`config.mk`:
```
export PLATFORM = sky130hd
export DESIGN_NAME = spc_power_regs
export DESIGN_NICKNAME = d
export VERILOG_FILES = /design/src/spc_pkg.sv /design/src/spc_power_regs.sv
export VERILOG_INCLUDE_DIRS = /design/src
export SDC_FILE = /design/constraint.sdc
export NUM_CORES = 1
export LEC_CHECK = 0
export BUFFER_PORTS_ARGS = -buffer_cell sky130_fd_sc_hd__buf_2
export CAP_MARGIN = 30
export CORE_AREA = 2 2 145 147
export CTS_CLUSTER_SIZE = 20
export DETAILED_ROUTE_END_ITERATION = 12
export DIE_AREA = 0 0 147 149
export PLACE_DENSITY = 0.79
export SYNTH_ARGS = -nofsm -noshare
export SYNTH_HDL_FRONTEND = slang
export SYNTH_SLANG_ARGS = --single-unit
```
`constraint.sdc`:
```
create_clock -name i_sys_clk -period 2.3 [get_ports i_sys_clk]
set_input_delay 0.115 -clock i_sys_clk [delete_from_list [all_inputs] [get_ports i_sys_clk]]
set_output_delay 0.115 -clock i_sys_clk [all_outputs]
set_load 0.005 [all_outputs]
```
`src/spc_params.svh`:
```
// Constants of the sleep pin control and power register block.
// Assumes inclusion by bare name; definitions only.
`ifndef SPC_PARAMS_SVH
`define SPC_PARAMS_SVH

// Register byte offsets on the Avalon-MM slave
`define SPC_OFS_CONTROL 6'h00
`define SPC_OFS_STATUS 6'h04
`define SPC_OFS_SCRATCH 6'h08
`define SPC_OFS_WAKE 6'h0C
`define SPC_OFS_CONFIG 6'h10
`define SPC_OFS_CLOCK 6'h14
`define SPC_OFS_GPIO_SLEEP 6'h18
`define SPC_OFS_OSC 6'h1C
`define SPC_OFS_PERIPH_MODE 6'h20

// Field positions
`define SPC_CTL_SF 0
`define SPC_ST_SS 0
`define SPC_ST_BFS 1
`define SPC_ST_VFS 2
`define SPC_ST_DH 3
`define SPC_ST_PH 4
`define SPC_CFG_FAST_OSC_POWERDOWN_ENABLE 0
`define SPC_CFG_FP 1
`define SPC_CFG_FS 2
`define SPC_CFG_FO 3
`define SPC_OSC_READY 0
`define SPC_PM_ZERO 0

// Implemented-bit masks and reset values
`define SPC_MASK_STATUS 32'h0000001F
`define SPC_MASK_WAKE 32'h8FFFFFFF
`define SPC_MASK_CONFIG 32'h0000000F
`define SPC_MASK_CLOCK 32'h0000001F
`define SPC_MASK_GPIO 32'h0FFFFFFF
`define SPC_RST_WAKE 32'h00000003
`define SPC_RST_ZERO 32'h00000000

// Timing: slow oscillator settle time and clock rate
`define SPC_OSC_SETTLE_MS 2000
`define SPC_CLK_KHZ 100000

`endif

```
`src/spc_pkg.sv`:
```
// Types of the sleep pin control and power register block.
// Assumes nothing beyond a SystemVerilog compiler.
package spc_pkg;
    // Power mode of the sequencer
    typedef enum logic [0:0] {
        SPC_MODE_RUN = 1'b0,
        SPC_MODE_SLEEP = 1'b1
    } spc_mode_t;
endpackage : spc_pkg

```
`src/spc_power_regs.sv`:
```
// Sleep pin control and power manager registers, Avalon-MM slave.
// Assumes the slow always-on clock at i_sys_clk, hard reset on i_srst,
// and wake sources and fault pins already synchronous to that clock.
//
// Local design decisions: register access over Avalon-MM and the register offsets.
`timescale 1ns/1ps
`default_nettype none
`include "spc_params.svh"

// Function
// - Memory-class outputs low in sleep, held afterwards
// - Static and card strobes high, or floated
// - GPIO outputs held, inputs still sampled
// - Peripheral pins input, zero or float, held
// - Fifth class driven, sixth class floated
// - Seventh class sampled, eighth class ignored
// - Nine 32-bit power registers on the bus
// - Sleep entry loads GPIO sleep values
// - Oscillator status bit shows slow oscillator ready
// - Writing one to control bit 0 sleeps
// - Sleep force self-clears on exit, reset
// - Control reserved bits read zero
// - Config bit 0 stops fast oscillator in sleep
// - Config bit 1 floats card strobes
// - Socket select and attribute follow address
// - Config bit 2 floats static strobes
// - Config bit 3 skips oscillator settle wait
// - Memory hold set on exit, write-one clears
// - Peripheral hold set on exit, write-one clears
module spc_power_regs #(
    parameter int unsigned OSC_SETTLE_CYCLES = `SPC_OSC_SETTLE_MS * `SPC_CLK_KHZ
) (
    // Clock and reset
    input wire logic i_sys_clk,
    input wire logic i_srst,
    // Avalon-MM slave
    input wire logic [5:0] i_avs_address,
    input wire logic i_avs_read,
    input wire logic i_avs_write,
    input wire logic [31:0] i_avs_writedata,
    input wire logic [3:0] i_avs_byteenable,
    output logic [31:0] o_avs_readdata,
    output logic o_avs_waitrequest,
    // Sleep causes and wake sources
    input wire logic i_vdd_fault,
    input wire logic i_batt_fault,
    input wire logic [31:0] i_wake_sources,
    // Power mode and oscillators
    output logic o_sleeping,
    output logic o_fast_osc_stop,
    output logic o_slow_osc_ready,
    output logic [4:0] o_clock_config,
    // Memory class: address, data, row and column strobes, socket select, attribute
    output logic o_mem_class_hold_low,
    output logic o_card_addr_hold_low,
    // Static selects, output and write enable
    output logic o_static_sleep_drive_high,
    output logic o_static_ctl_oe,
    // Card control strobes
    output logic o_card_sleep_drive_high,
    output logic o_card_ctl_oe,
    // General-purpose pins
    input wire logic [27:0] i_gpio_dir_out,
    input wire logic [27:0] i_gpio_out,
    input wire logic [27:0] i_gpio_in,
    output logic [27:0] o_gpio_out,
    output logic [27:0] o_gpio_oe,
    output logic [27:0] o_gpio_in_sampled,
    // Peripheral class pins
    output logic o_periph_hold,
    output logic o_periph_drive_zero,
    output logic o_periph_float,
    output logic o_periph_rx_enable,
    // Fifth to eighth class pins
    output logic o_class5_oe,
    output logic o_class6_oe,
    output logic o_class7_rx_enable,
    output logic o_class8_rx_enable,
    input wire logic i_class8_in,
    output logic o_class8_in_sampled
);

    // Byte-enable expansion to a bit mask
    function automatic logic [31:0] spc_be_mask(input logic [3:0] be);
        spc_be_mask = {{8{be[3]}}, {8{be[2]}}, {8{be[1]}}, {8{be[0]}}};
    endfunction : spc_be_mask

    // Address match for one register
    function automatic logic spc_hit(input logic [5:0] addr, input logic [5:0] ofs);
        spc_hit = (addr == ofs);
    endfunction : spc_hit

    // Register state
    spc_pkg::spc_mode_t mode_q, mode_d;
    logic ack_q;
    logic [31:0] rdata_q;
    logic sf_q;
    logic [31:0] status_q;
    logic [31:0] scratch_q;
    logic [31:0] wake_q;
    logic [31:0] config_q;
    logic [31:0] clock_q;
    logic [31:0] gpio_sleep_q;
    logic [31:0] pmode_q;
    logic osc_ready_q;
    logic [31:0] osc_cnt_q;
    logic [27:0] gpio_out_q;
    logic [27:0] gpio_oe_q;
    logic [27:0] gpio_in_q;
    logic class8_q;

    // Bus handshake: one wait cycle, then the access completes
    wire req = i_avs_read | i_avs_write;
    wire rd_take = i_avs_read & ~ack_q;
    wire wr_fire = i_avs_write & ack_q;
    wire [31:0] wmask = spc_be_mask(i_avs_byteenable);
    wire [31:0] wbits = i_avs_writedata & wmask;
    assign o_avs_waitrequest = req & ~ack_q;
    assign o_avs_readdata = rdata_q;

    // Write strobes per register
    wire wr_ctl = wr_fire & spc_hit(i_avs_address, `SPC_OFS_CONTROL);
    wire wr_st = wr_fire & spc_hit(i_avs_address, `SPC_OFS_STATUS);
    wire wr_scr = wr_fire & spc_hit(i_avs_address, `SPC_OFS_SCRATCH);
    wire wr_wake = wr_fire & spc_hit(i_avs_address, `SPC_OFS_WAKE);
    wire wr_cfg = wr_fire & spc_hit(i_avs_address, `SPC_OFS_CONFIG);
    wire wr_clk = wr_fire & spc_hit(i_avs_address, `SPC_OFS_CLOCK);
    wire wr_gpio = wr_fire & spc_hit(i_avs_address, `SPC_OFS_GPIO_SLEEP);
    wire wr_pm = wr_fire & spc_hit(i_avs_address, `SPC_OFS_PERIPH_MODE);

    // Read multiplexer; unmapped addresses and reserved bits read zero
    wire [31:0] rd_mux =
        spc_hit(i_avs_address, `SPC_OFS_CONTROL) ? {31'h0000_0000, sf_q} :
        spc_hit(i_avs_address, `SPC_OFS_STATUS) ? status_q :
        spc_hit(i_avs_address, `SPC_OFS_SCRATCH) ? scratch_q :
        spc_hit(i_avs_address, `SPC_OFS_WAKE) ? wake_q :
        spc_hit(i_avs_address, `SPC_OFS_CONFIG) ? config_q :
        spc_hit(i_avs_address, `SPC_OFS_CLOCK) ? clock_q :
        spc_hit(i_avs_address, `SPC_OFS_GPIO_SLEEP) ? gpio_sleep_q :
        spc_hit(i_avs_address, `SPC_OFS_OSC) ? {31'h0000_0000, osc_ready_q} :
        spc_hit(i_avs_address, `SPC_OFS_PERIPH_MODE) ? pmode_q :
        32'h0000_0000;

    // Merge of a read-write register with masked write data
    function automatic logic [31:0] spc_merge(input logic [31:0] old, input logic [31:0] wd,
                                              input logic [31:0] wm, input logic [31:0] impl);
        spc_merge = ((old & ~wm) | (wd & wm)) & impl;
    endfunction : spc_merge

    // Mode sequencing: entry by force bit or fault, exit by an enabled wake source
    wire in_sleep = (mode_q == spc_pkg::SPC_MODE_SLEEP);
    wire fault = i_vdd_fault | i_batt_fault;
    wire sleep_entry = ~in_sleep & (sf_q | fault);
    wire wake_exit = in_sleep & ~fault & (|(i_wake_sources & wake_q));

    always_comb begin
        mode_d = mode_q;
        case (mode_q)
            spc_pkg::SPC_MODE_RUN: begin
                if (sleep_entry) begin
                    mode_d = spc_pkg::SPC_MODE_SLEEP;
                end
            end
            spc_pkg::SPC_MODE_SLEEP: begin
                if (wake_exit) begin
                    mode_d = spc_pkg::SPC_MODE_RUN;
                end
            end
            default: begin
                mode_d = spc_pkg::SPC_MODE_RUN;
            end
        endcase
    end

    // Status flags: hardware sets win over a write-one clear in the same cycle
    wire [31:0] st_set = ({31'h0000_0000, sleep_entry & sf_q} << `SPC_ST_SS)
                       | ({31'h0000_0000, i_batt_fault} << `SPC_ST_BFS)
                       | ({31'h0000_0000, sleep_entry & i_vdd_fault & ~sf_q} << `SPC_ST_VFS)
                       | ({31'h0000_0000, wake_exit} << `SPC_ST_DH)
                       | ({31'h0000_0000, wake_exit} << `SPC_ST_PH);
    wire [31:0] st_clr = wr_st ? wbits : 32'h0000_0000;
    wire [31:0] st_d = ((status_q & ~st_clr) | st_set) & `SPC_MASK_STATUS;

    // Sleep force: write one sets, zero is ignored, exit clears
    wire sf_d = (sf_q & ~wake_exit) | (wr_ctl & wbits[`SPC_CTL_SF]);

    // Slow oscillator settle counter, bypassed by the force-ready bit
    wire cnt_done = (osc_cnt_q >= (OSC_SETTLE_CYCLES - 1));
    wire osc_ready_d = osc_ready_q | cnt_done | config_q[`SPC_CFG_FO];

    // Bus and mode registers
    always_ff @(posedge i_sys_clk) begin
        if (i_srst) begin
            ack_q <= 1'b0;
            rdata_q <= 32'h0000_0000;
            mode_q <= spc_pkg::SPC_MODE_RUN;
            sf_q <= 1'b0;
            status_q <= `SPC_RST_ZERO;
        end else begin
            ack_q <= req & ~ack_q;
            rdata_q <= rd_take ? rd_mux : rdata_q;
            mode_q <= mode_d;
            sf_q <= sf_d;
            status_q <= st_d;
        end
    end

    // Software-owned registers; a long settle cannot be sped up except by the bypass
    always_ff @(posedge i_sys_clk) begin
        if (i_srst) begin
            scratch_q <= `SPC_RST_ZERO;
            wake_q <= `SPC_RST_WAKE;
            config_q <= `SPC_RST_ZERO;
            clock_q <= `SPC_RST_ZERO;
            gpio_sleep_q <= `SPC_RST_ZERO;
            pmode_q <= `SPC_RST_ZERO;
            osc_ready_q <= 1'b0;
            osc_cnt_q <= 32'h0000_0000;
        end else begin
            scratch_q <= wr_scr ? spc_merge(scratch_q, i_avs_writedata, wmask, 32'hFFFF_FFFF)
                                : scratch_q;
            wake_q <= wr_wake ? spc_merge(wake_q, i_avs_writedata, wmask, `SPC_MASK_WAKE)
                              : wake_q;
            config_q <= wr_cfg ? spc_merge(config_q, i_avs_writedata, wmask, `SPC_MASK_CONFIG)
                               : config_q;
            clock_q <= wr_clk ? spc_merge(clock_q, i_avs_writedata, wmask, `SPC_MASK_CLOCK)
                              : clock_q;
            gpio_sleep_q <= wr_gpio ? spc_merge(gpio_sleep_q, i_avs_writedata, wmask,
                                                `SPC_MASK_GPIO) : gpio_sleep_q;
            pmode_q <= wr_pm ? spc_merge(pmode_q, i_avs_writedata, wmask, 32'h0000_0001)
                             : pmode_q;
            osc_ready_q <= osc_ready_d;
            osc_cnt_q <= cnt_done ? osc_cnt_q : osc_cnt_q + 32'h0000_0001;
        end
    end

    // GPIO pins: sleep values loaded at entry and held, inputs always sampled
    always_ff @(posedge i_sys_clk) begin
        if (i_srst) begin
            gpio_out_q <= 28'h000_0000;
            gpio_oe_q <= 28'h000_0000;
            gpio_in_q <= 28'h000_0000;
            class8_q <= 1'b0;
        end else begin
            if (sleep_entry) begin
                gpio_out_q <= gpio_sleep_q[27:0];
            end else if (!in_sleep) begin
                gpio_out_q <= i_gpio_out;
            end
            gpio_oe_q <= in_sleep ? gpio_oe_q : i_gpio_dir_out;
            gpio_in_q <= i_gpio_in;
            class8_q <= in_sleep ? class8_q : i_class8_in;
        end
    end

    // Pin class control; holds read the flags so release follows the clear by one cycle
    wire dram_hold = status_q[`SPC_ST_DH];
    wire periph_hold = status_q[`SPC_ST_PH];
    assign o_sleeping = in_sleep;
    assign o_fast_osc_stop = in_sleep & config_q[`SPC_CFG_FAST_OSC_POWERDOWN_ENABLE];
    assign o_slow_osc_ready = osc_ready_q;
    assign o_clock_config = clock_q[4:0];
    assign o_mem_class_hold_low = in_sleep | dram_hold;
    assign o_card_addr_hold_low = o_mem_class_hold_low;
    assign o_static_sleep_drive_high = in_sleep & ~config_q[`SPC_CFG_FS];
    assign o_static_ctl_oe = ~(in_sleep & config_q[`SPC_CFG_FS]);
    assign o_card_sleep_drive_high = in_sleep & ~config_q[`SPC_CFG_FP];
    assign o_card_ctl_oe = ~(in_sleep & config_q[`SPC_CFG_FP]);
    assign o_gpio_out = gpio_out_q;
    assign o_gpio_oe = gpio_oe_q;
    assign o_gpio_in_sampled = gpio_in_q;
    assign o_periph_hold = in_sleep | periph_hold;
    assign o_periph_drive_zero = o_periph_hold & pmode_q[`SPC_PM_ZERO];
    assign o_periph_float = o_periph_hold & ~pmode_q[`SPC_PM_ZERO];
    assign o_periph_rx_enable = ~in_sleep;
    assign o_class5_oe = 1'b1;
    assign o_class6_oe = ~in_sleep;
    assign o_class7_rx_enable = 1'b1;
    assign o_class8_rx_enable = ~in_sleep;
    assign o_class8_in_sampled = class8_q;
endmodule : spc_power_regs
`default_nettype wire

```
* After elaboration in Yosys (flattened, before gate mapping)
Index checks and enable logic that the tools add are counted.
** Operators by class
- Mux-type cells :: 15
- Add/sub/neg operators :: 1
- Bitwise operators :: 66
- Equality and inequality tests :: 9
- Reductions and logical operators :: 2
- Magnitude comparators :: 1
** Operators by type and width (number)
- $mux 28 :: 5
- $and 32x32->32 :: 4
- $mux 32 :: 4
- $or 32x32->32 :: 2
- $add 32x1->32 const B :: 1
- $ge 32x28->1 const B :: 1
- $not 32->32 :: 1
- $reduce_or 32->1 :: 1
- $and 28x28->28 :: 1
- $or 28x28->28 :: 1
- $and 1x1->1 :: 27
- $eq 6x5->1 const B :: 4
- $eq 6x4->1 const B :: 2
- $and 5x5->5 :: 2
- $not 1->1 :: 10
- $or 5x5->5 :: 2
- $or 1x1->1 :: 9
- $eq 6x3->1 const B :: 1
- $eq 6x6->1 const B :: 1
- $logic_not 6->1 :: 1
- $mux 5 :: 1
- $not 5->5 :: 1
- $or 4x5->5 :: 1
- $and 4x4->4 :: 1
- 7 further kinds :: 10
** Storage, ports and cells
- Register bits after elaboration :: 257
- Word-level logic and storage cells :: 111
- Output and inout port bits :: 140
- Bits of input ports :: 165

* Longest topological paths before layout
Gate-level depths: netlist (run 1).
- Word-level depth :: 10
- Depth in mapped cells :: 8
- Mapped depth without buffers :: 5

* Worst setup path after synthesis (run 1)
No wires, ideal clock.
- Path kind :: register to register
- From :: register osc_cnt_q[9]
- To :: register osc_cnt_q[11]
- Setup slack :: 0.257 ns
- Clock period less this slack :: 2.043 ns
- Cell stages (with the launch flop) :: 7
- Required time :: 2.185 ns
- Buffers on the path :: 1
- Data arrival time :: 1.928 ns
- Cell sequence :: dfxtp_1 > or4_1 > a311oi_2 > o211ai_2 > buf_6 > o31a_1 > o21a_1
** On the way
- Longest elaborated chain between the ends :: 1
** Ends and longest elaborated chain
- start, declared :: RTL line spc_power_regs.sv:106 : logic [31:0] osc_cnt_q;
- start signal, assigned :: RTL line spc_power_regs.sv:233 : osc_cnt_q <= cnt_done ? osc_cnt_q : osc_cnt_q + 32'h0000_0001;
- $add 32x1->32 or $ge 32x28->1 (tied branches) :: RTL line spc_power_regs.sv:233, spc_power_regs.sv:188
Several ways; a longest one is shown, not always the timed one.
A chain may end at the register's enable or synchronous reset.

* Final worst setup path (run 1)
- From :: register osc_cnt_q[9]
- To :: register osc_cnt_q[5]
** On the way
- Longest elaborated chain between the ends :: 1
** Ends and longest elaborated chain
- $ge 32x28->1 :: RTL line spc_power_regs.sv:188 : wire cnt_done = (osc_cnt_q >= (OSC_SETTLE_CYCLES - 1));
Every way passes these cells.

==> results of run 1 <==
per-stage QoR:
| stage | hold WS (ps) | util | worst slack [ps] |
|---|---|---|---|
| finish | 27.3 | 0.706 | 126 |
| global route | 73.3 | 0.706 | 35.5 |
| CTS | 35.7 | 0.704 | 30.2 |
| detailed placement | 329 | 0.599 | 66.6 |
| global placement | 322 | 0.599 | 76.2 |
| floorplan | 232 | - | 257 |
repair_timing:
action,4_1_cts,5_1_grt
setup endpoints to repair,0,18
hold endpoints to repair,179,0
hold buffers,124,0
resized for setup,0,5
cell usage after synthesis, drive strengths merged (4+ instances only):
master	number
clkbuf	53
nor2	148
nor3	9
o21ai	46
mux2	24
o31ai	8
nor4	8
a21oi	58
nand4	14
nand3	41
or4	11
and4	4
mux2i	105
and3	5
a22oi	37
a222oi	5
inv	13
a221oi	4
nand2	77
buf	20
o221a	23
dfxtp	257
and2	7
o21a	23
or3	13
nor2b	42
cell families (layout without fill, tap and decap cells):
group	after synthesis	in the layout	share of synthesized area
muxes	130	130	0.130
adders and majority gates	1	1	0.00121
and+or+nand+nor	388	388	0.181
other	1	3	0.000362
buffers and inverters	88	538	0.0350
AOI/OAI and AO/OA	228	228	0.153
DFF	257	257	0.497
xor gates and xnor gates	3	3	0.00254
area by class of cell:
type                       count  area, µm²  area share
sequential                   257       5150       0.355
tap                          275        344      0.0237
antenna                        1       2.50    0.000172
clock buffer                  35        736      0.0507
timing repair buffer         474       3150       0.217
multi-input combinational    752       4890       0.337
clock inverter                14        183      0.0126
inverter                      15       56.3     0.00388
how the worst max path moves through the flow:
stage,from,endpoint,slack [ps],cells past startpoint
detailed placement,osc_cnt_q[9],osc_cnt_q[5],70,6
floorplan,osc_cnt_q[9],osc_cnt_q[11],260,6
CTS,osc_cnt_q[9],osc_cnt_q[5],30,6
global route,osc_cnt_q[9],osc_cnt_q[5],40,6
finish,osc_cnt_q[9],osc_cnt_q[5],130,6
global placement,osc_cnt_q[9],osc_cnt_q[5],80,6
where the power goes:
| group | switching [µW] | total (µW) | internal [µW] | leakage, µW |
|---|---|---|---|---|
| clock | 1830 | 4540 | 2710 | 0.000449 |
| combinational | 484 | 983 | 500 | 0.00375 |
| sequential | 69.7 | 4630 | 4560 | 0.00209 |
| total | 2380 | 10200 | 7770 | 0.00629 |
layer usage:
layer	GRT usage	up-vias
li1	-	4783
met1	0.372	4856
met2	0.535	538
met3	0.0676	113
met4	0.128	2
met5	0	-
==> flow_summary.yaml, run 1 <==
synth:
  yosys_warnings: 0
  synth_edf_count: 0
  ys_seq_elements: 257
  netlist_area_mm2: 0.0104
  yosysTopAreaCell: "dfxtp_1"
  yosysSeqAreaShare: 0.497
  yosys-top-cells-area: "dfxtp_1 50%, mux2i_1 10%, nor2_1 5.2%"
  netlist_instances: 1096
  postSynthAreaPerCell_um2: 9.45
  synth_ff_type: "dfxtp_1"
  synth_top_area_frac: 0.497
  async_reset_ff_frac: 0
  synth_cell_type_count: 59
critical_path:
  cp_data_arrival_time_ps: 2630
  r2r_start: "osc_cnt_q[9]"
  crit_slowest_cell: "or4_1"
  reg2reg_setup_slack_ps: 130
  cpPeakStageDelay_ps: 570
  crit_top_cell: "or4_1"
  cp_num_buf_inv: 1
  reg2reg_to: "osc_cnt_q[5]"
  end_kind: "register"
  required_ps: 2750
  start_kind: "register"
  critical_path_class: "reg -> reg"
  path_cells: "or4_1, a311oi_4, o211ai_4, buf_4, or4_1, a21oi_1"
  critPathMaxFanout: 11
  ff2ff_path_depth: 6
  critPathTopFamily: "simple AND/OR/NAND/NOR gates"
timing:
  fin_skew_ps: 14.6
  hold_viol: 0
  setup_viol: 0
  min_period_ps: 2170
  slew_viol_final: 0
  period_share: 0.945
  setup_tns_ps: 0
  tightest_slew_ps: 669
  fmax_mhz: 460
  relSlewSlack: 0.548
  rsz0062_at_grt: "no"
placed_design:
  dpl.cell_count: 1649
  gp_congestion: 0.837
  dp_hpwl_um: 22600
  placed_cell_area_mm2: 0.0123
  port_buffers: 299
clock_tree:
  cts_tree: "yes"
  cts-root-buf: "clkbuf_16"
  clockBufferDepth: 3
  clock_latency_ps: 530
  clk_pin_slew_ps: 60
  cts-buffers-inserted: 27
  cts_setup_buffers: 0
  ctsHtreeMaxLevel: 1
  cts.sinks: 257
min_path:
  hold-path-cell-count: 2
  hold_start: "i_srst"
  hold_class: "in -> reg"
  holdPathEnd: "o_gpio_in_sampled[5]"
route:
  wl_met2_um: 17000
  routed-wl-met3_um: 2970
  avgViaCountPerCell: 5.65
  wl_met1_um: 13700
  drc_errors: 0
  postRouteAntennaNets: 0
  firstDrtPassIters: 6
  dr.max_layer_used: "met5"
  routed-via-count: 10300
  finalWirelength_um: 35100
  drt-initial-drc-count: 874
  wl_per_cell_um: 19.3
final_layout:
  stdcell_count: 1823
  design_area_mm2: 0.0145
  mostFrequentLayoutCell: "buf_2"
  num-fill-cells: 1495
  nets: 1693
  drive_above_1_share: 0.299
  layout.cells.most_common_list: "298 x buf_2, 256 x dfxtp_1, 142 x nor2_1, 124 x dlygate4sd3_1, 105 x mux2i_1"
  area_growth_pct: 40.1
job:
  drv_cap: 0
floorplanning:
  initial_utilization: 0.504
  fp-row-count: 53
  pin_count: 305
  core_area_mm2: 0.0206
  die_y_um: 149
  dieArea_mm2: 0.0219
  die_w_um: 147
grt:
  grt_pass1_wl_um: 54400
  grt_max_degree: 82
  track_usage: 0.308
  globalRouteOverflowTotal: 0
  grt_pass1_vias: 10300
  antenna_found_initial: 4
power:
  p_leak_uw: 0.00629
  vdd_drop_max_mv: 0.486
  total_power_uw: 10200
  powerDensity_mw_per_mm2: 700
status:
  status: "finished, final reports clean"
Power figures use the tool's default switching activity.
==> run 2: changes to the inputs <==
--- a/config.mk
+++ b/config.mk
@@ -8,11 +8,11 @@
 export LEC_CHECK = 0
 export BUFFER_PORTS_ARGS = -buffer_cell sky130_fd_sc_hd__buf_2
 export CAP_MARGIN = 30
-export CORE_AREA = 2 2 145 147
+export CORE_AREA = 2 2 147 149
 export CTS_CLUSTER_SIZE = 20
 export DETAILED_ROUTE_END_ITERATION = 12
-export DIE_AREA = 0 0 147 149
-export PLACE_DENSITY = 0.79
+export DIE_AREA = 0 0 149 151
+export PLACE_DENSITY = 0.77
 export SYNTH_ARGS = -nofsm -noshare
 export SYNTH_HDL_FRONTEND = slang
 export SYNTH_SLANG_ARGS = --single-unit
==> constraint.sdc (replaced) <==
create_clock -name i_sys_clk -period 2.3 [get_ports i_sys_clk]
set_input_delay 0.115 -clock i_sys_clk [delete_from_list [all_inputs] [get_ports i_sys_clk]]
set_output_delay 0.115 -clock i_sys_clk [all_outputs]
set_load 0.05 [all_outputs]
==> run 2 against run 1 <==
  * Sequential share of layout area increased by 0.27 points
  * First-iteration DRC count decreased by 31%
  * Die area increased by 2.7%
  * Largest cell class unchanged
  * Setup slack got worse by 15 ps
  * Critical endpoint is now osc_cnt_q[7]
  * Global-route usage decreased by 2.0 points
  * Count of clock-buffer cells in the layout decreased by 3
==> flow_summary.yaml, run 2 (synthesized netlist as in run 1, its figures left out) <==
placed_design:
  placed_cell_area_mm2: 0.0123
  dpl.cell_count: 1639
  port_buffers: 299
  dp_hpwl_um: 22300
  gp_congestion: 0.902
  post-place-ws_ps: 92.9
critical_path:
  end_kind: "register"
  r2r_start: "osc_cnt_q[10]"
  reg2reg_to: "osc_cnt_q[7]"
  reg2reg_setup_slack_ps: 110
  cp_data_arrival_time_ps: 2630
  required_ps: 2740
  critPathMaxFanout: 20
  start_kind: "register"
  critical_path_class: "reg -> reg"
  ff2ff_path_depth: 6
route:
  routed-via-count: 10100
  drt-initial-drc-count: 599
  finalWirelength_um: 33900
  avgViaCountPerCell: 5.58
  firstDrtPassIters: 5
  wl_per_cell_um: 18.7
  postRouteAntennaNets: 0
  drc_errors: 0
final_layout:
  drive_above_1_share: 0.297
  nets: 1681
  num-fill-cells: 1605
  design_area_mm2: 0.0144
  fin_util: 0.691
  layout.cells.most_common_list: "298 x buf_2, 256 x dfxtp_1, 142 x nor2_1, 122 x dlygate4sd3_1, 105 x mux2i_1"
  stdcell_count: 1815
  area_growth_pct: 39.0
  mostFrequentLayoutCell: "buf_2"
job:
  drv_cap: 0
power:
  powerDensity_mw_per_mm2: 716
  p_leak_uw: 0.00622
  vdd_drop_max_mv: 0.536
grt:
  antenna_found_initial: 5
  grt_max_degree: 162
  globalRouteOverflowTotal: 0
  grt_pass1_vias: 9668
  track_usage: 0.288
  grt_pass1_wl_um: 51500
clock_tree:
  clk_pin_slew_ps: 60
  cts_setup_buffers: 0
  cts_tree: "yes"
  ctsHtreeMaxLevel: 1
  cts.sinks: 257
  clock_latency_ps: 530
  cts-buffers-inserted: 27
  cts-root-buf: "clkbuf_16"
  clockBufferDepth: 3
floorplanning:
  dieArea_mm2: 0.0225
  core_area_mm2: 0.0208
  initial_utilization: 0.497
  die_y_um: 151
  fp-row-count: 53
  die_w_um: 149
  pin_count: 305
min_path:
  hold_start: "i_avs_address[5]"
  hold_class: "in -> reg"
  hold-path-cell-count: 4
timing:
  min_period_ps: 2190
  setup_slack_ps: 110
  slew_viol_final: 0
  hold_viol: 0
  fmax_mhz: 457
  relSlewSlack: 0.515
  fin_skew_ps: 14.8
  period_share: 0.952
  tightest_slew_ps: 727
  rsz0062_at_grt: "no"
  setup_viol: 0
status:
  status: "finished, final reports clean"
-- run 2: metal layers --
metal  vias up  track usage  wire, µm
met3        90       0.0467      2390
met4         0        0.106      1200
met1      4795        0.362     13900
met2       464        0.498     16400
met5         -            0         0
li1       4770            -         -
-- run 2: how the worst max path moves through the flow --
stage                  start                 endpoint  slack [ps]  cells after the start
2_1_floorplan     o_sleeping  o_card_sleep_drive_high        -200                      4
3_3_place_gp   osc_cnt_q[31]            osc_cnt_q[26]         130                      5
3_5_place_dp   osc_cnt_q[10]             osc_cnt_q[7]          90                      6
4_1_cts           o_sleeping     o_card_addr_hold_low          50                      3
5_1_grt        osc_cnt_q[10]            osc_cnt_q[15]          40                      6
6_report       osc_cnt_q[10]             osc_cnt_q[7]         110                      6
-- run 2: critical path, stage by stage, from the launching register on --
cell and delay, ps:
dfxtp_1 350, or4_1 530, a311oi_2 260, o211ai_2 170, buf_12 180, or4_1 470
a21oi_1 150
-- run 2: area by class of cell --
| type | count | area, µm² | area share |
|---|---|---|---|
| Antenna cell | 7 | 17.5 | 0.00122 |
| Tap cell | 275 | 344 | 0.0239 |
| Multi-Input combinational cell | 752 | 4870 | 0.339 |
| Clock buffer | 32 | 734 | 0.0510 |
| Sequential cell | 257 | 5150 | 0.357 |
| Timing Repair Buffer | 462 | 3090 | 0.214 |
| Inverter | 15 | 56.3 | 0.00391 |
| Clock inverter | 15 | 139 | 0.00965 |
-- run 2: power breakdown --
part,switching (µW),internal (µW)
registers,66.0,4560
clock network,1800,2500
logic,881,497
-- run 2: timing repair --
item,CTS,global route
hold endpoints to repair,180,0
setup endpoints to repair,0,10
resized for setup,0,4
hold buffers,122,0
-- run 2: per-stage QoR --
step	hold WS, ps	setup TNS [ps]	power, µW
final	21.0	0	10300
after global routing	40.5	0	10600
after CTS	2.16	0	10300
after detailed placement	327	0	5910
after global placement	321	0	5890
after floorplan	232	-408	5500
==> run 3: changes to the inputs <==
--- a/config.mk
+++ b/config.mk
@@ -8,11 +8,11 @@
 export LEC_CHECK = 0
 export BUFFER_PORTS_ARGS = -buffer_cell sky130_fd_sc_hd__buf_2
 export CAP_MARGIN = 30
-export CORE_AREA = 2 2 147 149
+export CORE_AREA = 2 2 121 182
 export CTS_CLUSTER_SIZE = 20
 export DETAILED_ROUTE_END_ITERATION = 12
-export DIE_AREA = 0 0 149 151
-export PLACE_DENSITY = 0.77
+export DIE_AREA = 0 0 123 184
+export PLACE_DENSITY = 0.76
 export SYNTH_ARGS = -nofsm -noshare
 export SYNTH_HDL_FRONTEND = slang
 export SYNTH_SLANG_ARGS = --single-unit
==> run 3 against run 2 <==
  * Via count is 0.25% lower
  * Sequential share of layout area up 0.13 points
  * Flip-flop and latch count unchanged
  * Total power is 0.91% lower
  * Register-to-register slack improved by 30 ps
  * Die area rose by 0.59%
  * Global-route usage increased by 0.51 points
  * Worst hold slack worse by 13 ps
  * Count of clock-buffer cells in the layout unchanged
  * Critical path type unchanged
  * Largest power group unchanged
==> flow_summary.yaml, run 3 (synthesized netlist as in run 1, its figures left out) <==
status:
  status: "finished, final reports clean"
final_layout:
  multiInputGateArea_mm2: 0.00487
  seq_area_mm2: 0.00515
  area_growth_pct: 38.5
  nets: 1682
  fin_util: 0.684
  stdcell_count: 1803
  num-fill-cells: 1590
  mostFrequentLayoutCell: "buf_2"
  layout.cells.most_common_list: "298 x buf_2, 256 x dfxtp_1, 142 x nor2_1, 124 x dlygate4sd3_1, 105 x mux2i_1"
  drive_above_1_share: 0.295
  design_area_mm2: 0.0143
route:
  wl_per_cell_um: 19.0
  avgViaCountPerCell: 5.60
  routed-via-count: 10100
  drc_errors: 0
  drt-initial-drc-count: 749
  firstDrtPassIters: 7
  postRouteAntennaNets: 0
  finalWirelength_um: 34300
clock_tree:
  ctsHtreeMaxLevel: 1
  clock_latency_ps: 530
  cts-buffers-inserted: 25
  cts_tree: "yes"
  clockBufferDepth: 3
  cts-root-buf: "clkbuf_16"
  cts.sinks: 257
  clk_pin_slew_ps: 70
timing:
  setup_tns_ps: 0
  tightest_slew_ps: 613
  fin_skew_ps: 11.1
  hold_viol: 0
  period_share: 0.939
  fmax_mhz: 463
  min_period_ps: 2160
  slew_viol_final: 0
  setup_viol: 0
  rsz0062_at_grt: "no"
  relSlewSlack: 0.586
critical_path:
  r2r_start: "osc_cnt_q[10]"
  cp_data_arrival_time_ps: 2610
  startpoint: "osc_cnt_q[10]"
  required_ps: 2760
  start_kind: "register"
  ff2ff_path_depth: 6
  reg2reg_to: "osc_cnt_q[7]"
  end_kind: "register"
  critical_path_class: "reg -> reg"
  critPathMaxFanout: 20
  reg2reg_setup_slack_ps: 140
placed_design:
  dpl.cell_count: 1633
  port_buffers: 299
  dp_hpwl_um: 23300
  placed_cell_area_mm2: 0.0123
  gp_congestion: 0.900
grt:
  grt_pass1_vias: 9844
  globalRouteOverflowTotal: 0
  grt_pass1_wl_um: 52000
  track_usage: 0.293
  antenna_found_initial: 1
  grt_max_degree: 73
power:
  power_frac_comb: 0.135
  swShare: 0.270
  pwr-share-clk: 0.411
  seqPwrFrac: 0.454
  powerDensity_mw_per_mm2: 712
  vdd_drop_max_mv: 0.563
  p_int_uw: 7460
  p_switching_uw: 2760
  p_leak_uw: 0.00620
floorplanning:
  die_w_um: 123
  fp-row-count: 65
  core_area_mm2: 0.0210
  dieArea_mm2: 0.0226
  initial_utilization: 0.494
  die_y_um: 184
  pin_count: 305
min_path:
  hold_class: "in -> reg"
  hold_start: "i_avs_address[5]"
  hold-path-cell-count: 4
job:
  drv_cap: 0
[run 3: worst max-delay path by stage]
stage                              endpoint  cells after the start
CTS                           osc_cnt_q[17]                      6
global placement              osc_cnt_q[17]                      6
detailed placement            osc_cnt_q[15]                      6
floorplan           o_card_sleep_drive_high                      4
global route                   osc_cnt_q[7]                      6
finish                         osc_cnt_q[7]                      6
[run 3: through the flow]
step / setup WS, ps / hold WS (ps) / power (µW)
global placement: 134 / 322 / 5900
finish: 141 / 7.80 / 10200
CTS: 83.3 / 2.97 / 10200
global route: 52.4 / 53.8 / 10500
floorplan: -204 / 232 / 5500
detailed placement: 100 / 328 / 5910
[run 3: critical path, cell delays in order, from the launching register on]
cell and delay [ps]:
dfxtp_1 350, or4_1 540, a311oi_2 260, o211ai_2 160, buf_12 180, or4_1 460, a21oi_1 140
[run 3: routing by layer]
layer / global-route usage / vias up / part of all wire
li1: - / 4754 / -
met1: 0.336 / 4798 / 0.37
met2: 0.521 / 434 / 0.52
met3: 0.0419 / 108 / 0.060
met4: 0.147 / 0 / 0.053
met5: 0 / - / 0
[run 3: power groups by stage]
| stage | clock network, µW | registers (µW) | logic [µW] |
|---|---|---|---|
| after floorplan | 0 | 5070 | 432 |
| after global placement | 0 | 4720 | 1170 |
| after detailed placement | 0 | 4730 | 1180 |
| after CTS | 4250 | 4630 | 1360 |
| after global routing | 4420 | 4640 | 1440 |
| final | 4200 | 4640 | 1380 |
[run 3: area by class of cell]
cell class / instances / area share
Antenna cell: 1 / 0.000174
Clock buffer: 32 / 0.0489
Clock inverter: 13 / 0.00959
Inverter: 15 / 0.00392
Multi-Input combinational cell: 752 / 0.339
Sequential cell: 257 / 0.359
Tap cell: 268 / 0.0234
Timing Repair Buffer: 465 / 0.216
[run 3: repair_timing]
action	4_1_cts	5_1_grt
setup endpoints to repair	0	4
setup buffers	0	0
hold endpoints to repair	185	0
gates resized for setup	0	2
hold buffers	124	0
